--- src/logic/rtcw_pkg.sv ---
// package: register map, field layouts and timing of the rtc register block
package rtcw_pkg;
    // register byte addresses
    localparam logic [14:0] OFF_FLAGS = 15'h7FF0;
    localparam logic [14:0] OFF_CENT = 15'h7FF1;
    localparam logic [14:0] OFF_ASEC = 15'h7FF2;
    localparam logic [14:0] OFF_AMIN = 15'h7FF3;
    localparam logic [14:0] OFF_AHR = 15'h7FF4;
    localparam logic [14:0] OFF_ADATE = 15'h7FF5;
    localparam logic [14:0] OFF_ICFG = 15'h7FF6;
    localparam logic [14:0] OFF_WDOG = 15'h7FF7;
    localparam logic [14:0] OFF_CAL = 15'h7FF8;
    localparam logic [14:0] OFF_SEC = 15'h7FF9;
    localparam logic [14:0] OFF_MIN = 15'h7FFA;
    localparam logic [14:0] OFF_HR = 15'h7FFB;
    localparam logic [14:0] OFF_WDAY = 15'h7FFC;
    localparam logic [14:0] OFF_DATE = 15'h7FFD;
    localparam logic [14:0] OFF_MON = 15'h7FFE;
    localparam logic [14:0] OFF_YEAR = 15'h7FFF;
    localparam logic [10:0] RTC_PAGE = 11'h7FF;
    // time fields: sec, min, hour, weekday, date, month, year, century
    localparam logic [7:0] TK_MASK [8] = '{8'h7F, 8'h7F, 8'h3F, 8'h07, 8'h3F, 8'h1F, 8'hFF, 8'hFF};
    localparam logic [7:0] TK_TOP [8] = '{8'h59, 8'h59, 8'h23, 8'h07, 8'h31, 8'h12, 8'h99, 8'h99};
    localparam logic [7:0] TK_BOT [8] = '{8'h00, 8'h00, 8'h00, 8'h01, 8'h01, 8'h01, 8'h00, 8'h00};
    localparam logic [7:0] ALM_MASK [4] = '{8'hFF, 8'hFF, 8'hBF, 8'hBF};
    localparam logic [7:0] ICFG_MASK = 8'hEC;
    localparam logic [7:0] CAL_MASK = 8'hBF;
    localparam logic [7:0] ICFG_RST = 8'h00;
    localparam logic [7:0] CAL_RST = 8'h00;
    // flags bit positions
    localparam int FL_WDF = 7;
    localparam int FL_AF = 6;
    localparam int FL_PF = 5;
    localparam int FL_OSC_FAILED_FLAG = 4;
    localparam int FL_CAL = 2;
    localparam int FL_W = 1;
    localparam int FL_R = 0;
    // oscillator divider and calibration
    localparam logic [15:0] SEC_TICKS = 16'h8000;
    localparam logic [15:0] CAL_SHORT = 16'h0080;
    localparam logic [15:0] CAL_LONG = 16'h0100;
    localparam int SQ_BIT = 5;
    // interrupt pulse length
    localparam int CLK_HZ = 100_000_000;
    localparam int PULSE_MS = 200;
    localparam int PULSE_CYC = PULSE_MS * (CLK_HZ / 1000);

    typedef struct packed {
        logic timeout_irq_enable;
        logic match_irq_enable;
        logic supply_loss_irq_enable;
        logic rsv4;
        logic active_high;
        logic pulse_mode;
        logic [1:0] rsv;
    } rtcw_icfg_type;

    typedef struct packed {
        logic osc_disable_bit;
        logic rsv6;
        logic trim_sign;
        logic [4:0] trim_mag;
    } rtcw_cal_type;

    typedef struct packed {
        logic ce_n;
        logic we_n;
        logic oe_n;
        logic [14:0] addr;
        logic [7:0] dq;
    } rtcw_bus_type;

    // last date of a month, bcd, with leap years
    function automatic logic [7:0] rtcw_month_end(input logic [7:0] mon, input logic [7:0] yr);
        logic leap;
        leap = (!yr[4] && (yr[3:0] == 4'h0 || yr[3:0] == 4'h4 || yr[3:0] == 4'h8))
            || (yr[4] && (yr[3:0] == 4'h2 || yr[3:0] == 4'h6));
        case (mon)
            8'h02: rtcw_month_end = leap ? 8'h29 : 8'h28;
            8'h04, 8'h06, 8'h09, 8'h11: rtcw_month_end = 8'h30;
            default: rtcw_month_end = 8'h31;
        endcase
    endfunction : rtcw_month_end
endpackage : rtcw_pkg

--- src/logic/rtcw_regs.sv ---
// rtc register block: timekeeping, alarm, watchdog, calibration, flags, interrupt pin
// Behaviour
// - watchdog timeout sets its flag; drives interrupt only when its enable is 1
// - alarm match sets its flag; drives interrupt only when its enable is 1
// - supply loss sets its flag; drives interrupt only when its enable is 1
// - polarity 1: active high push-pull, driven only while supply is good
// - polarity 0: active low open-drain, kept even without supply
// - pulse mode asserts about 200 ms; flags read ends it early
// - level mode holds active until the flags register is read
// - interrupt config starts 00h and survives supply loss
// - reading flags clears timeout, match and supply-loss flags
// - at power up flags load 00h except oscillator-failed bit
// - time registers are packed bcd with documented ranges
// - oscillator disable bit stops oscillator at 1, runs at 0; default 0
// - calibration register starts 00h and survives supply loss
// - write protect 1 blocks timeout bits; clear it in an earlier write
// - watchdog interval is six-bit value times 31.25 ms tick
// - timeout value zero disables the watchdog
// - supply-loss flag sets below threshold; clears on flags read or power up
// - alarm mask bit 0 compares field, 1 ignores it
// - write-time bit freezes visible time and opens register writes
// - clearing write-time blocks writes and loads changed time as base
// - reserved bits read zero and ignore writes
// - strobe write reloads watchdog counter; strobe reads zero
// - watchdog counts down on 32 Hz tick; zero sets flag
// - calibration-output bit toggles interrupt at 512 Hz, untrimmed
// - trim magnitude low five bits, sign bit 1 speeds clock up
`timescale 1ns/1ns
module rtcw_regs #(
    parameter int PULSE_CYCLES = rtcw_pkg::PULSE_CYC
) (
    // clock and reset
    input wire logic mclk_i,
    input wire logic sys_rst_i,
    // parallel register bus
    input wire rtcw_pkg::rtcw_bus_type bus_i,
    output logic [7:0] dq_o,
    output logic dq_oe_n_o,
    // oscillator and supply monitor
    input wire logic tick32k_i,
    input wire logic osc_fail_i,
    input wire logic supply_ok_i,
    // interrupt pin
    output logic int_o,
    output logic int_oe_n_o
);
    import rtcw_pkg::*;

    localparam int PW = $clog2(PULSE_CYCLES + 1);

    logic [7:0] tk [8];
    logic [7:0] next_tk [8];
    logic [7:0] vis [8];
    logic [7:0] alm [4];
    rtcw_icfg_type icfg;
    rtcw_cal_type cal;
    logic [5:0] timeout_interval;
    logic timeout_write_protect;
    logic [5:0] wd_cnt;
    logic timeout_flag;
    logic match_flag;
    logic supply_loss_flag;
    logic osc_failed_flag;
    logic cal_out;
    logic wr_time;
    logic rd_freeze;
    logic dirty;
    logic [15:0] pre;
    logic [9:0] div;
    logic [5:0] cal_min;
    logic alm_chk;
    logic sup_q;
    logic wr_q;
    logic rd_q;
    logic int_act;
    logic [PW-1:0] pcnt;
    logic [7:0] rdata;
    logic [7:0] c;

    // bus decode
    wire sel = supply_ok_i && !bus_i.ce_n && bus_i.addr[14:4] == RTC_PAGE;
    wire wr_lvl = sel && !bus_i.we_n;
    wire rd_lvl = sel && bus_i.we_n && !bus_i.oe_n;
    wire wr_go = wr_lvl && !wr_q;
    wire rd_go = rd_lvl && !rd_q;
    wire [7:0] wd = bus_i.dq;
    wire [3:0] ix = bus_i.addr[3:0];
    wire flags_rd = rd_go && bus_i.addr == OFF_FLAGS;
    wire wr_flags = wr_go && bus_i.addr == OFF_FLAGS;
    wire wr_wdog = wr_go && bus_i.addr == OFF_WDOG;
    wire wr_open = wr_go && wr_time;
    wire wr_icfg = wr_open && bus_i.addr == OFF_ICFG;
    wire wr_cal = wr_open && bus_i.addr == OFF_CAL;
    wire wr_alm = wr_open && ix >= 4'h2 && ix <= 4'h5;
    wire wr_vis = wr_open && (ix == 4'h1 || ix >= 4'h9);
    wire [2:0] vix = (ix == 4'h1) ? 3'h7 : 3'(ix - 4'h9);
    wire [1:0] aix = 2'(ix - 4'h2);

    // oscillator gating and dividers
    wire osc_run = tick32k_i && !cal.osc_disable_bit;
    wire wd_tick = osc_run && div == 10'h3FF;
    wire sq512 = div[SQ_BIT];
    wire trim_on = cal.trim_mag != 5'h00 && cal_min < {cal.trim_mag, 1'b0} && tk[0] == 8'h00;
    wire [15:0] sec_len = !trim_on ? SEC_TICKS
        : cal.trim_sign ? SEC_TICKS - CAL_SHORT : SEC_TICKS + CAL_LONG;
    wire sec_step = osc_run && pre >= sec_len - 16'h0001;
    wire [7:0] date_top = rtcw_month_end(tk[5], tk[6]);
    wire frozen = wr_time || rd_freeze;
    wire base_load = wr_flags && wr_time && !wd[FL_W] && dirty;

    // events
    wire wd_evt = wd_tick && timeout_interval != 6'h00 && wd_cnt <= 6'h01 && !(wr_wdog && wd[7]);
    wire al_evt = alm_chk && (alm[0][7] || alm[0][6:0] == tk[0][6:0])
        && (alm[1][7] || alm[1][6:0] == tk[1][6:0])
        && (alm[2][7] || alm[2][6:0] == tk[2][6:0])
        && (alm[3][7] || alm[3][6:0] == tk[4][6:0]);
    wire pf_evt = sup_q && !supply_ok_i;
    wire pw_up = !sup_q && supply_ok_i;
    wire int_evt = (wd_evt && icfg.timeout_irq_enable)
        || (al_evt && icfg.match_irq_enable)
        || (pf_evt && icfg.supply_loss_irq_enable);
    wire pin_act = cal_out ? sq512 : int_act;
    wire next_int = icfg.active_high ? pin_act : 1'b0;
    wire next_oe_n = icfg.active_high ? !supply_ok_i : !pin_act;

    // bcd carry chain for the time counters
    always_comb begin
        c = 8'h00;
        c[0] = tk[0] == TK_TOP[0];
        c[1] = c[0] && tk[1] == TK_TOP[1];
        c[2] = c[1] && tk[2] == TK_TOP[2];
        c[4] = c[2] && tk[4] == date_top;
        c[5] = c[4] && tk[5] == TK_TOP[5];
        c[6] = c[5] && tk[6] == TK_TOP[6];
    end

    // next time, each field wraps from top to bottom
    always_comb begin
        logic cin;
        logic [7:0] top;
        cin = 1'b0;
        top = 8'h00;
        for (int i = 0; i < 8; i++) begin
            case (i)
                0: cin = sec_step;
                3: cin = sec_step && c[2];
                4: cin = sec_step && c[2];
                default: cin = sec_step && c[i-1];
            endcase
            top = (i == 4) ? date_top : TK_TOP[i];
            if (base_load) begin
                next_tk[i] = vis[i];
            end else if (cin && tk[i] >= top) begin
                next_tk[i] = TK_BOT[i];
            end else if (cin && tk[i][3:0] >= 4'h9) begin
                next_tk[i] = {tk[i][7:4] + 4'h1, 4'h0};
            end else if (cin) begin
                next_tk[i] = {tk[i][7:4], tk[i][3:0] + 4'h1};
            end else begin
                next_tk[i] = tk[i];
            end
        end
    end

    // read data with reserved bits at zero
    always_comb begin
        case (ix)
            4'h0: rdata = {timeout_flag, match_flag, supply_loss_flag, osc_failed_flag, 1'b0, cal_out,
                wr_time, rd_freeze};
            4'h2, 4'h3, 4'h4, 4'h5: rdata = alm[aix];
            4'h6: rdata = icfg & ICFG_MASK;
            4'h7: rdata = {1'b0, timeout_write_protect, timeout_interval};
            4'h8: rdata = cal & CAL_MASK;
            default: rdata = vis[vix];
        endcase
    end

    // bus strobes and read port
    always_ff @(posedge mclk_i) begin
        if (sys_rst_i) begin
            wr_q <= 1'b0;
            rd_q <= 1'b0;
            dq_o <= 8'h00;
            dq_oe_n_o <= 1'b1;
        end else begin
            wr_q <= wr_lvl;
            rd_q <= rd_lvl;
            dq_o <= rdata;
            dq_oe_n_o <= !rd_lvl;
        end
    end

    // timekeeping counters, dividers and calibration minute
    always_ff @(posedge mclk_i) begin
        if (sys_rst_i) begin
            tk <= TK_BOT;
            pre <= 16'h0000;
            div <= 10'h000;
            cal_min <= 6'h00;
            alm_chk <= 1'b0;
            sup_q <= 1'b0;
        end else begin
            tk <= next_tk;
            if (sec_step) begin
                pre <= 16'h0000;
            end else if (osc_run) begin
                pre <= pre + 16'h0001;
            end
            if (osc_run) begin
                div <= div + 10'h001;
            end
            if (sec_step && c[0]) begin
                cal_min <= cal_min + 6'h01;
            end
            alm_chk <= sec_step;
            sup_q <= supply_ok_i;
        end
    end

    // visible time: tracks counters unless frozen, written when open
    always_ff @(posedge mclk_i) begin
        if (sys_rst_i) begin
            vis <= TK_BOT;
            dirty <= 1'b0;
        end else begin
            if (wr_vis) begin
                vis[vix] <= wd & TK_MASK[vix];
            end else if (!frozen) begin
                vis <= next_tk;
            end
            if (wr_vis) begin
                dirty <= 1'b1;
            end else if (!wr_time) begin
                dirty <= 1'b0;
            end
        end
    end

    // alarm, interrupt config and calibration registers
    always_ff @(posedge mclk_i) begin
        if (sys_rst_i) begin
            alm <= '{default: 8'h00};
            icfg <= ICFG_RST;
            cal <= CAL_RST;
        end else begin
            if (wr_alm) begin
                alm[aix] <= wd & ALM_MASK[aix];
            end
            if (wr_icfg) begin
                icfg <= wd & ICFG_MASK;
            end
            if (wr_cal) begin
                cal <= wd & CAL_MASK;
            end
        end
    end

    // watchdog load register and down counter
    always_ff @(posedge mclk_i) begin
        if (sys_rst_i) begin
            timeout_interval <= 6'h00;
            timeout_write_protect <= 1'b0;
            wd_cnt <= 6'h00;
        end else begin
            if (wr_wdog) begin
                timeout_write_protect <= wd[6];
                if (!timeout_write_protect) begin
                    timeout_interval <= wd[5:0];
                end
            end
            if (wr_wdog && wd[7]) begin
                wd_cnt <= timeout_interval;
            end else if (wd_tick && timeout_interval != 6'h00) begin
                wd_cnt <= (wd_cnt <= 6'h01) ? timeout_interval : wd_cnt - 6'h01;
            end
        end
    end

    // flags: events set, read clears, set wins over clear
    always_ff @(posedge mclk_i) begin
        if (sys_rst_i) begin
            timeout_flag <= 1'b0;
            match_flag <= 1'b0;
            supply_loss_flag <= 1'b0;
            osc_failed_flag <= 1'b0;
            cal_out <= 1'b0;
            wr_time <= 1'b0;
            rd_freeze <= 1'b0;
        end else if (pw_up) begin
            timeout_flag <= 1'b0;
            match_flag <= 1'b0;
            supply_loss_flag <= 1'b0;
            osc_failed_flag <= osc_failed_flag || osc_fail_i;
            cal_out <= 1'b0;
            wr_time <= 1'b0;
            rd_freeze <= 1'b0;
        end else begin
            timeout_flag <= wd_evt || (timeout_flag && !flags_rd);
            match_flag <= al_evt || (match_flag && !flags_rd);
            supply_loss_flag <= pf_evt || (supply_loss_flag && !flags_rd);
            if (osc_fail_i) begin
                osc_failed_flag <= 1'b1;
            end else if (wr_flags && wr_time) begin
                osc_failed_flag <= wd[FL_OSC_FAILED_FLAG];
            end
            if (wr_flags && wr_time) begin
                cal_out <= wd[FL_CAL];
            end
            if (wr_flags) begin
                wr_time <= wd[FL_W];
                rd_freeze <= wd[FL_R];
            end
        end
    end

    // interrupt state, pulse timer and pin
    always_ff @(posedge mclk_i) begin
        if (sys_rst_i) begin
            int_act <= 1'b0;
            pcnt <= '0;
            int_o <= 1'b0;
            int_oe_n_o <= 1'b1;
        end else begin
            if (int_evt) begin
                int_act <= 1'b1;
                pcnt <= PW'(PULSE_CYCLES);
            end else if (flags_rd) begin
                int_act <= 1'b0;
            end else if (icfg.pulse_mode && int_act) begin
                pcnt <= pcnt - PW'(1);
                if (pcnt <= PW'(1)) begin
                    int_act <= 1'b0;
                end
            end
            int_o <= next_int;
            int_oe_n_o <= next_oe_n;
        end
    end

    a_wd_flag_set: assert property (@(posedge mclk_i) disable iff (sys_rst_i)
        wd_evt && !pw_up |=> timeout_flag) else $error("timeout did not set flag");
    a_match_flag: assert property (@(posedge mclk_i) disable iff (sys_rst_i)
        al_evt && !pw_up |=> match_flag) else $error("alarm match did not set flag");
    a_flags_clear: assert property (@(posedge mclk_i) disable iff (sys_rst_i)
        flags_rd && !wd_evt && !al_evt && !pf_evt |=> !timeout_flag && !match_flag && !supply_loss_flag)
        else $error("flags read did not clear");
    a_od_drive: assert property (@(posedge mclk_i) disable iff (sys_rst_i)
        !icfg.active_high && !cal_out && int_act |=> !int_o && !int_oe_n_o) else $error("open drain not low");
    a_pp_drive: assert property (@(posedge mclk_i) disable iff (sys_rst_i)
        icfg.active_high && !cal_out && supply_ok_i && int_act |=> int_o && !int_oe_n_o)
        else $error("push pull not high");
    a_level_hold: assert property (@(posedge mclk_i) disable iff (sys_rst_i)
        int_act && !icfg.pulse_mode && !flags_rd |=> int_act) else $error("level dropped before read");
    a_wd_protect: assert property (@(posedge mclk_i) disable iff (sys_rst_i)
        wr_wdog && timeout_write_protect |=> $stable(timeout_interval)) else $error("protected interval changed");
    a_wdt_zero: assert property (@(posedge mclk_i) disable iff (sys_rst_i)
        timeout_interval == 6'h00 && !timeout_flag |=> !timeout_flag) else $error("watchdog fired while disabled");
    a_pf_flag_set: assert property (@(posedge mclk_i) disable iff (sys_rst_i)
        pf_evt |=> supply_loss_flag) else $error("supply loss did not set flag");
    a_freeze_vis: assert property (@(posedge mclk_i) disable iff (sys_rst_i)
        frozen && !wr_vis |=> $stable(vis[0])) else $error("frozen seconds changed");
    a_pulse_end: assert property (@(posedge mclk_i) disable iff (sys_rst_i)
        int_act && icfg.pulse_mode && pcnt == PW'(1) && !int_evt && !flags_rd |=> !int_act)
        else $error("pulse did not end");
endmodule : rtcw_regs

--- config.mk ---
export PLATFORM = sky130hd
export DESIGN_NAME = rtcw_regs
export DESIGN_NICKNAME = d
export VERILOG_FILES = /design/src/logic/rtcw_pkg.sv /design/src/logic/rtcw_regs.sv
export SDC_FILE = /design/constraint.sdc
export NUM_CORES = 1
export LEC_CHECK = 0
export BUFFER_PORTS_ARGS = -buffer_cell sky130_fd_sc_hd__buf_2
export CAP_MARGIN = 20
export CORE_MARGIN = 2
export CORE_UTILIZATION = 50
export CTS_CLUSTER_DIAMETER = 30
export DETAILED_ROUTE_END_ITERATION = 6
export PLACE_DENSITY_LB_ADDON = 0.15
export REMOVE_ABC_BUFFERS = 1
export SLEW_MARGIN = 20
export SYNTH_ARGS = -nofsm -noshare
export SYNTH_HDL_FRONTEND = slang
export SYNTH_SLANG_ARGS = --single-unit
export TNS_END_PERCENT = 1
--- constraint.sdc ---
create_clock -name mclk_i -period 4.63 [get_ports mclk_i]
set_input_delay 0.926 -clock mclk_i [delete_from_list [all_inputs] [get_ports mclk_i]]
set_output_delay 0.926 -clock mclk_i [all_outputs]
set_load 0.03 [all_outputs]
==> metrics.md, run 1 <==
| Metric | Value |
|---|---|
| Setup-failing EPs final | `0` |
| Power density over the cells | `421.4 nW/µm²` |
| Hold Crit Class | `reg -> reg` |
| DR iter-0 viols | `1694` |
| Io pins | `42` |
| Worst slack at placement | `0.5439 ns` |
| Setup ws final | `0.4125 ns` |
| Met1 Usage GRT | `40.47%` |
| GPL Wtd Cong | `0.9417` |
| Ys async rst share | `0%` |
| Cell type with the largest total area after synthesis | `dfxtp_1` |
| CTS tree | `built` |
| # resized after CTS | `0` |
| Pin count of the biggest net entering global routing | `50` |
| Total core area | `28780 µm²` |
| # diodes | `0` |
| Crit path DAT | `4.70 ns` |
| Worst-margin pin slew | `0.9624 ns` |
| Vias in the first global route | `13710` |
| Switching share of power | `22.78%` |
| CTS root buf | `clkbuf_16` |
| First-pass GRT wire length | `76.36 mm` |
| Grt peak-use layer | `met2` |
| GRT Total Usage | `31.58%` |
| Flop pwr share | `31.2%` |
| Average vias per placed instance | `6.284` |
| Post-route ant nets | `0` |
| Worst setup SP type | `register` |
| Htree depth | `3` |
| Synth warnings | `0` |
| Slew margin rel. | `35.45%` |
| Post-CTS setup buffers | `0` |
| Distinct cells, synth | `76` |
| Final Cycle Share | `91.09%` |
| Pre-Repair DR Iteration Count | `7` |
| Slew Limit Fails | `0` |
| Synth Flop Type | `dfxtp_1` |
| Drt drc | `2` |
| Final Skew | `0.02387 ns` |
| Core Util, Final | `61.40%` |
| Setup_tns | `0 ns` |
| Initial Util | `50.89%` |
| Count of max-cap constraint violations | `0` |
| Worst-path fanout max | `5` |
| Synth cell count leaders | `266 x dfxtp_1, 206 x nand2_1, 187 x nor2_1` |
| Final hold slack | `0.4806 ns` |
| Overall power | `0.007447 W` |
| Most frequent cell after synthesis | `dfxtp_1` |
| Chip Height | `175.2 µm` |
| Post-synth EDFFs | `0` |
| GRT overflow | `0` |
| Kind of critical path | `reg -> reg` |
| Num rows | `62` |
| GR Layer Usage met3 | `6.245%` |
| Area delta synth->final | `20.65%` |
| Synth Register Bits | `266` |
| Clock Sinks | `266` |
| Register area share after synthesis | `36.36%` |
| DR vias | `14340` |
| Num CTS Buffers | `66` |
| Die area | `30680 µm²` |
| Port Buffers | `41` |
| Final Hold Fails | `0` |
| CTS Buffer Depth | `3` |
| Initial antenna violation count | `1` |
| Die width | `175.2 µm` |
| Clock network power share | `64.9%` |
| Post-synth top area share | `36.36%` |
| Worst-path clk slew | `0.04 ns` |
| Post-Syn Area | `14650 µm²` |
| Status | `complete, but fails checks` |
| VDD IR max | `0.2501 mV` |
| Post-CTS Hold Fix Bufs | `0` |
| LEAKAGE | `6.685 nW` |
| RSZ-0062 raised after global routing | `false` |
| Net Switching | `0.001696 W` |
| Worst skew pair latency | `0.57 ns` |
| Fmax | `237.1 MHz` |
| DP HPWL | `34.47 mm` |
| Routing usage on met2 | `49.72%` |
| Gate power share | `4.0%` |
| Fin crit period | `4.217 ns` |
| Synth area leaders | `dfxtp_1 36%, ha_1 6.6%, nand2_1 5.3%` |
| Mapped Cells | `1790` |
| Final nets | `1957` |
| WL/cell | `21.66 µm` |
| Crit end category | `register` |
| Internal | `0.005750 W` |
| Final WL | `49.42 mm` |
| Failing checks | `design-rule violations` |
| Average size of a mapped cell | `8.182 µm²` |
| Layout cell share with drive strength beyond 1 | `13.01%` |
| Crit path required time | `5.11 ns` |
==> registers in the layout, summed over array words and instances, names as in the netlist, 5 cells and up <==
register	flops
dq_o	8
cal_min	6
cal	7
alm	32
vis	64
pre	16
wd_cnt	6
pcnt	25
tk	64
icfg	5
timeout_interval	6
div	10
==> layer usage <==
layer / vias up / wire length [µm]
li1: 6637 / -
met1: 6731 / 20100
met2: 778 / 22010
met3: 193 / 4577
met4: 0 / 2737
met5: - / 0
==> power groups by stage <==
stage | clock network [W] | registers (W) | logic [W]
after floorplan | 0 | 0.00237 | 0.000122
after global placement | 0 | 0.00236 | 0.000280
after detailed placement | 0 | 0.00236 | 0.000281
after CTS | 0.00486 | 0.00232 | 0.000283
after global routing | 0.00497 | 0.00232 | 0.000305
final | 0.00483 | 0.00232 | 0.000294
==> worst paths after layout <==
kind              cells past startpoint                  end  slack, ns                start
hold / removal                        2  cal[2]$_SDFFE_PP0P_       0.48  cal[2]$_SDFFE_PP0P_
hold reg to reg                       2  cal[2]$_SDFFE_PP0P_       0.48  cal[2]$_SDFFE_PP0P_
setup reg to reg                     15     tk[5]$_SDFF_PP0_       0.41    tk[17]$_SDFF_PP0_
setup / recovery                     15     tk[5]$_SDFF_PP0_       0.41    tk[17]$_SDFF_PP0_
==> cells by family (layout without fill, tap and decap cells) <==
kind of cell | Yosys count | after routing | share of synthesized area [%]
buffers and inverters | 154 | 262 | 4.032
AND/OR/NAND/NOR | 686 | 686 | 22.67
XOR/XNOR | 89 | 89 | 5.322
adder cells (fa/ha/maj) | 77 | 77 | 6.578
AO/OA/AOI/OAI | 459 | 459 | 19.55
flip-flops | 266 | 266 | 36.36
multiplexers | 59 | 59 | 5.493
==> metrics by stage <==
| step | cell area [µm²] | instances |
|---|---|---|
| final | 17670 | 2282 |
| after detailed placement | 15330 | 2165 |
| after global routing | 17670 | 2282 |
| after global placement | 15330 | 2165 |
| after CTS | 17670 | 2282 |
| after floorplan | 14280 | 1696 |
==> cell type report <==
class,instances,area (µm²)
timing repair buffer,85,541.8
clock buffer,86,1837
sequential,266,5325
tap,384,480.5
inverter,60,225.2
fill,2522,11110
clock inverter,31,505.5
multi-input combinational,1370,8756
==> cells in the final DEF, fill, tap and decap left out, types with 12 or more instances in the layout <==
cell type  count
nor4_1        20
o22ai_1       50
a41oi_1       12
nand2_1      206
xor2_1        40
inv_1         59
o211ai_1      16
buf_2         40
a31oi_1       37
and3_1        40
a21oi_1      121
nor2_1       185
mux4_2        16
nor3_1        39
mux2i_1       32
and2_1        13
buf_4         44
clkbuf_16     66
nor2b_1       15
dfxtp_1      266
nand2b_1      18
ha_1          77
a22oi_1       21
nand4_1       28
nand3_1       55
o21ai_0      109
xnor2_1       49
==> worst max-delay path: stages (launching register included) <==
cell and delay [ns]:
dfxtp_1 0.34, inv_1 0.11, ha_1 0.18, nor2b_1 0.17, nand2_1 0.07, a21oi_1 0.11, o21ai_0 0.16, mux2_2 0.32
ha_1 0.29, nor4bb_1 0.31, nand4_1 0.34, nor4_1 0.62, nand4_1 0.30, nor2_1 0.28, mux2_2 0.38, o21ai_0 0.16
Power figures use the tool's default switching activity.
==> run 2: changes to the inputs <==
ABC_AREA = 1   (was default)
==> run 2 against run 1 <==
Net effect:
- the flow now finishes without violations
- non-clock buffer count down 24
- maximum frequency increased by 4.1%
- routed wire length is 4.7% higher
- via count grew 11%
- largest cell class unchanged
- highest routed layer unchanged
==> metrics.md, run 2 <==
| Metric | Value |
|---|---|
| Status | `finished, final reports clean` |
| Kind of critical path | `reg -> reg` |
| Final WL | `51.76 mm (+4.7%)` |
| Synth warnings | `0 (unchanged)` |
| Area delta synth->final | `18.85%` |
| Post-Place Cells | `2717 (+25%)` |
| Setup_tns | `0 ns (unchanged)` |
| Ys async rst share | `0% (unchanged)` |
| DR vias | `15880 (+11%)` |
| WL/cell | `18.19 µm (-16%)` |
| Synth area leaders | `dfxtp_1 34%, nand2_1 13%, o21ai_0 6.1%` |
| VDD IR max | `0.2591 mV (+3.6%)` |
| First-pass GRT wire length | `81.64 mm (+6.9%)` |
| Port Buffers | `41 (unchanged)` |
| Clock Sinks | `266 (unchanged)` |
| Crit path required time | `5.14 ns (+0.03 ns)` |
| Worst-path fanout max | `11 (+6)` |
| Average vias per placed instance | `5.579 (-11%)` |
| CP Cell Sequence | `inv_1 > ha_1 > a21boi_0 > o21a_1 > o21a_1 > o21ai_0 > nand2_1 > nor2_1 > inv_1 > ha_1 > nand2_1 > nor2_1 > nand2_1 > inv_1 > nand2_1 > nand3_2 > nand2_4 > nor2_2 > nand2_1 > o21ai_0 > nand3_1 > nand2_1 > nand3_1 > nand2_1` |
| Fin crit period | `4.051 ns (-0.1663 ns)` |
| Most frequent cells in the layout | `546 x nand2_1, 266 x dfxtp_1, 252 x inv_1, 218 x nor2_1, 194 x o21ai_0` |
| CP max-delay cell | `nor2_2` |
| LEAKAGE | `8.103 nW (+21%)` |
| Power density over the cells | `409.6 nW/µm² (-2.8%)` |
| Synth Register Bits | `266 (unchanged)` |
| Worst-margin pin slew | `1.026 ns (+0.06333 ns)` |
| R2r setup slk | `0.58 ns (+0.17 ns)` |
| Chip Height | `182.2 µm (+4.0%)` |
| GPL Wtd Cong | `0.9512 (+1.0%)` |
| Fmax | `246.8 MHz (+4.1%)` |
| # resized after CTS | `0 (unchanged)` |
| Post-CTS Hold Fix Bufs | `0 (unchanged)` |
| Die width | `182.2 µm (+4.0%)` |
| Leading cell type in the layout, fill and taps excluded | `nand2_1` |
| Worst-path clk slew | `0.04 ns (about the same)` |
| Post-CTS setup buffers | `0 (unchanged)` |
| Io pins | `42 (unchanged)` |
| Num CTS Buffers | `74 (+12%)` |
| Distinct cells, synth | `58 (-24%)` |
| GRT overflow | `0 (unchanged)` |
| RSZ-0062 raised after global routing | `false` |
| CTS root buf | `clkbuf_16` |
| Synth Flop Type | `dfxtp_1` |
| Crit-path leading delay family | `simple AND/OR/NAND/NOR gates` |
| Drt drc | `0 (-2)` |
| Post-synth EDFFs | `0 (unchanged)` |
| Synth cell count leaders | `546 x nand2_1, 266 x dfxtp_1, 253 x inv_1` |
| Crit path DAT | `4.56 ns (-0.14 ns)` |
| Register area share after synthesis | `33.53% (-2.8 points)` |
| Pre-Repair DR Iteration Count | `6 (-1)` |
| CTS Buffer Depth | `3 (unchanged)` |
| Max incr delay on CP | `0.37 ns (-0.25 ns)` |
| Worst skew pair latency | `0.58 ns (about the same)` |
| Htree depth | `3 (unchanged)` |
| Initial antenna violation count | `0 (-1)` |
| Crit end category | `register` |
| GRT Total Usage | `31.23% (-0.35 points)` |
| Layout cell share with drive strength beyond 1 | `10.92% (-2.1 points)` |
| Post-Syn Area | `15880 µm² (+8.4%)` |
| Num rows | `65 (+4.8%)` |
| DR iter-0 viols | `1299 (-23%)` |
| CTS tree | `built` |
| Final Skew | `0.02354 ns (-0.0003298 ns)` |
| Slew Limit Fails | `0 (unchanged)` |
| Post-route ant nets | `0 (unchanged)` |
| Vias in the first global route | `15200 (+11%)` |
| Final nets | `2499 (+28%)` |
| CP bufs+invs | `3 (+2)` |
| Final Cycle Share | `87.50% (-3.6 points)` |
| Pin count of the biggest net entering global routing | `113 (+130%)` |
| Final Hold Fails | `0 (unchanged)` |
| Worst setup SP type | `register` |
| Post-synth top area share | `33.53% (-2.8 points)` |
| Slew margin rel. | `31.62% (-3.8 points)` |
| Cell type with the largest total area after synthesis | `dfxtp_1` |
| Setup-failing EPs final | `0 (unchanged)` |
| Hold Crit Class | `reg -> reg` |
| Most frequent CP cell | `nand2_1` |
| # diodes | `0 (unchanged)` |
| Initial Util | `50.59% (-0.30 points)` |
| DP HPWL | `37.00 mm (+7.3%)` |
| Post-route insts no fill | `2846 (+25%)` |
| Average size of a mapped cell | `6.807 µm² (-17%)` |
| Count of max-cap constraint violations | `0 (unchanged)` |
| Total core area | `31390 µm² (+9.1%)` |
| Die area | `33200 µm² (+8.2%)` |
| Top flop regs | `tk: 64 flops, vis: 64 flops, alm: 32 flops` |
| Most frequent cell after synthesis | `nand2_1` |
| Mapped Cells | `2333 (+30%)` |
run 2: worst paths after layout:
check	from	end	cells past startpoint
hold reg to reg	supply_loss_flag$_SDFF_PP0_	supply_loss_flag$_SDFF_PP0_	2
setup reg to reg	cal[1]$_SDFFE_PP0P_	vis[13]$_SDFFE_PP0P_	24
hold / removal	supply_loss_flag$_SDFF_PP0_	supply_loss_flag$_SDFF_PP0_	2
setup / recovery	cal[1]$_SDFFE_PP0P_	vis[13]$_SDFFE_PP0P_	24
run 2: layer usage:
layer	vias up	GRT usage, %	wire length [µm]
met4	0	15.13	2327
met1	7310	38.65	21990
li1	7862	-	-
met5	-	0	0
met2	562	52.47	24200
met3	143	5.747	3236
run 2: stage by stage:
stage | hold slack, ns | power (W) | utilization [%] | instance area [µm²] | setup WS (ns)
finish | 0.4704 | 0.007732 | 60.12 | 18870 | 0.5789
global route | 0.5005 | 0.007932 | 60.12 | 18870 | 0.1843
CTS | 0.4687 | 0.007769 | 60.12 | 18870 | 0.4196
detailed placement | 0.4557 | 0.002662 | 52.16 | 16380 | 0.4423
global placement | 0.4576 | 0.002662 | 52.16 | 16380 | 0.6091
floorplan | 0.4410 | 0.002512 | - | 15490 | 0.6715
run 2: report_power, final:
part	total (W)	leakage (nW)	switching (W)	internal [W]
clock network	0.00510	1.21	0.00153	0.00357
registers	0.00232	2.14	0.00000577	0.00231
logic	0.000316	4.75	0.000243	0.0000731
total	0.00773	8.10	0.00177	0.00596
run 2: layout make-up:
| type | instances | area, µm² |
|---|---|---|
| Clock buffer | 90 | 2023 |
| Clock inverter | 39 | 473.0 |
| Fill cell | 2940 | 12520 |
| Inverter | 268 | 1012 |
| Multi-Input combinational cell | 1720 | 9168 |
| Sequential cell | 266 | 5325 |
| Tap cell | 402 | 503.0 |
| Timing Repair Buffer | 61 | 370.4 |
run 2: kinds of logic after synthesis:
family                   share of synthesized area, %
AND/OR/NAND/NOR                                 29.54
AO/OA/AOI/OAI                                   18.14
buffers and inverters                           8.808
flip-flops                                      33.53
adder cells (fa/ha/maj)                         6.066
XOR/XNOR                                        3.916
run 2: worst min-delay path: cells and delay by family, from the launching register on:
kind	cells	cell delay (ns)
flip-flops	1	0.31
AO/OA/AOI/OAI	1	0.05
AND/OR/NAND/NOR	1	0.06
==> run 3: changes to the inputs <==
RECOVER_POWER = 50   (was default)
==> run 3 against run 2 <==
Net effect:
- largest cell class unchanged
- combinational power shrank 3%
- die area is the same
- the flow now finishes with violations (max-capacitance violations, max-slew violations)
- routed wire length is essentially flat
- critical path type is now in -> reg
==> metrics.md, run 3 (synthesis gave the netlist of run 2 again) <==
| Metric | Value |
|---|---|
| Post-route ant nets | `0 (unchanged)` |
| Gate power share | `4.0% (about the same)` |
| Crit path to | `pcnt[10]$_SDFFE_PP0P_` |
| DR vias | `15950 (+0.45%)` |
| DR iter-0 viols | `1354 (+4.2%)` |
| CTS tree | `built` |
| Finished Cell Area | `18730 µm² (-0.75%)` |
| Clock Sinks | `266 (unchanged)` |
| Average vias per placed instance | `5.604 (+0.45%)` |
| CP bufs+invs | `4 (+1)` |
| Failing checks | `max-capacitance violations, max-slew violations` |
| Fin crit period | `4.123 ns (+0.07196 ns)` |
| Switching share of power | `22.92% (-0.024 points)` |
| Worst-path clk slew | `0.04 ns (about the same)` |
| Drt drc | `0 (unchanged)` |
| Flop pwr share | `30.0% (about the same)` |
| Num CTS Buffers | `74 (unchanged)` |
| Initial Util | `50.59% (unchanged)` |
| Slew Limit Fails | `193 (+193)` |
| Htree depth | `3 (unchanged)` |
| Hold Crit Class | `reg -> reg` |
| Area delta synth->final | `17.95%` |
| Filler Cells Inserted | `2960 (+0.68%)` |
| Internal | `0.005952 W (about the same)` |
| # diodes | `0 (unchanged)` |
| Port Buffers | `41 (unchanged)` |
| Worst-margin pin slew | `2.178 ns (+1.152 ns)` |
| Leading cell type in the layout, fill and taps excluded | `nand2_1` |
| Top flop regs | `tk: 64 flops, vis: 64 flops, alm: 32 flops` |
| GPL Wtd Cong | `0.9512 (unchanged)` |
| Final Hold Fails | `0 (unchanged)` |
| GRT overflow | `0 (unchanged)` |
| WP depth | `14 (-42%)` |
| Slew margin rel. | `-45.18% (-77 points)` |
| R2r startpoint | `cal[1]$_SDFFE_PP0P_` |
| Final Cycle Share | `89.05% (+1.6 points)` |
| RSZ-0062 raised after global routing | `false` |
| CP Cell Sequence | `clkbuf_1 > clkinv_1 > clkbuf_1 > ha_1 > nand2_1 > nor3_1 > nand4_1 > nand2_1 > nor2_1 > nand3_1 > or2_2 > nand3_1 > nand2_1 > inv_1` |
| Layout cell share with drive strength beyond 1 | `9.615% (-1.3 points)` |
| Setup crit start | `bus_i[8]` |
| VDD IR max | `0.2593 mV (about the same)` |
| CP max-delay cell | `clkbuf_1` |
| Final Skew | `0.02279 ns (-0.0007476 ns)` |
| Power density over the cells | `412.2 nW/µm² (+0.63%)` |
| Net Switching | `0.001770 W (-0.23%)` |
| Clock network power share | `66.0% (about the same)` |
| Pin count of the biggest net entering global routing | `113 (unchanged)` |
| R2r setup slk | `0.52 ns (-0.06 ns)` |
| Worst Hold Path Cells | `2 (unchanged)` |
| Count of max-cap constraint violations | `2 (+2)` |
| Post-CTS Hold Fix Bufs | `0 (unchanged)` |
| Status | `complete, but fails checks` |
| Pre-Repair DR Iteration Count | `7 (+1)` |
| Setup-failing EPs final | `0 (unchanged)` |
| Kind of critical path | `in -> reg` |
| Final nets | `2499 (unchanged)` |
| RR Endpoint | `vis[14]$_SDFFE_PP0P_` |
| LEAKAGE | `8.013 nW (-1.1%)` |
| Io pins | `42 (unchanged)` |
| Vias in the first global route | `15200 (unchanged)` |
| First-pass GRT wire length | `81.64 mm (unchanged)` |
| Reg2reg path depth | `24 (unchanged)` |
| Total core area | `31390 µm² (unchanged)` |
| Initial antenna violation count | `0 (unchanged)` |
| Die area | `33200 µm² (unchanged)` |
| Final hold slack | `0.4748 ns (+0.004459 ns)` |
| CTS root buf | `clkbuf_16` |
| Num rows | `65 (unchanged)` |
| Worst-path fanout max | `21 (+10)` |
| Final WL | `51.80 mm (about the same)` |
| Chip Height | `182.2 µm (unchanged)` |
| Crit path DAT | `4.63 ns (+0.07 ns)` |
| GRT Total Usage | `31.23% (unchanged)` |
| CTS Buffer Depth | `3 (unchanged)` |
| Fmax | `242.5 MHz (-1.7%)` |
| Most frequent CP cell | `nand2_1` |
| Overall power | `0.007722 W (-0.13%)` |
| Crit end category | `register` |
| Most frequent cells in the layout | `548 x nand2_1, 266 x dfxtp_1, 253 x inv_1, 223 x nor2_1, 194 x o21ai_0` |
| Crit-path leading delay family | `simple AND/OR/NAND/NOR gates` |
| Max incr delay on CP | `0.70 ns (+0.33 ns)` |
| DP Area | `16380 µm² (unchanged)` |
| Post-CTS setup buffers | `0 (unchanged)` |
| Worst skew pair latency | `0.58 ns (about the same)` |
| WL/cell | `18.20 µm (about the same)` |
| Worst setup SP type | `input pin` |
| Die width | `182.2 µm (unchanged)` |
| DP HPWL | `37.00 mm (unchanged)` |
| Crit path required time | `5.14 ns (about the same)` |
| Setup_tns | `0 ns (unchanged)` |
[run 3: cell types whose count changed in the layout (fill, tap and decap cells not counted), moves of 2 or more]
cell / delta
a21oi_1: +3
buf_4: -5
a21oi_2: -3
nor2_1: +5
nor3_1: +2
clkbuf_1: +16
nor3_2: -2
nor2_4: -4
buf_2: -12
clkbuf_2: +2
nand2_1: +2
[run 3: routing by layer]
| layer | vias up | global-route usage, % | routed length (µm) |
|---|---|---|---|
| li1 | 7864 | - | - |
| met1 | 7386 | 38.65 | 21960 |
| met2 | 549 | 52.47 | 24120 |
| met3 | 149 | 5.747 | 3300 |
| met4 | 0 | 15.13 | 2426 |
| met5 | - | 0 | 0 |
[run 3: worst min-delay path by stage]
| stage | slack, ns | endpoint | startpoint |
|---|---|---|---|
| floorplan | 0.44 | supply_loss_flag$_SDFF_PP0_ | supply_loss_flag$_SDFF_PP0_ |
| global placement | 0.46 | div[6]$_SDFFE_PP0P_ | div[6]$_SDFFE_PP0P_ |
| detailed placement | 0.46 | timeout_flag$_SDFF_PP0_ | timeout_flag$_SDFF_PP0_ |
| CTS | 0.47 | supply_loss_flag$_SDFF_PP0_ | supply_loss_flag$_SDFF_PP0_ |
| global route | 0.50 | pcnt[3]$_SDFFE_PP0P_ | pcnt[3]$_SDFFE_PP0P_ |
| finish | 0.47 | pcnt[3]$_SDFFE_PP0P_ | pcnt[3]$_SDFFE_PP0P_ |
[run 3: cell type report]
cell class	count	area [µm²]	share of cell area [%]
multi-input cells	1720	9074	48.44
flip-flops and latches	266	5325	28.43
clock buffers	90	2023	10.80
inverters	268	1012	5.403
well taps	402	503.0	2.685
clock inverters	39	473.0	2.525
repair buffers	61	322.8	1.723
[run 3: per-stage QoR]
step	instances	worst slack [ns]	utilization (%)
floorplan	2254	0.6715	-
global placement	2717	0.6091	52.16
detailed placement	2717	0.4423	52.16
CTS	2846	0.4196	60.12
global route	2846	0.1360	59.67
finish	2846	0.5069	59.67
[run 3: power by group through the flow]
stage               logic [W]  registers (W)  clock network, W
finish               0.000307        0.00232           0.00510
global route         0.000325        0.00232           0.00528
floorplan            0.000143        0.00237                 0
CTS                  0.000307        0.00232           0.00514
global placement     0.000307        0.00236                 0
detailed placement   0.000306        0.00236                 0
[run 3: repair_timing]
action	CTS	global route
endpoints found under the hold margin	0	0
endpoints found under the setup margin	0	1
gates resized for setup	0	1
[run 3: tightest hold or removal path, cell delays in order (launching register included)]
cell and delay (ns):
dfxtp_1 0.31, nand2_1 0.06, a21oi_1 0.05
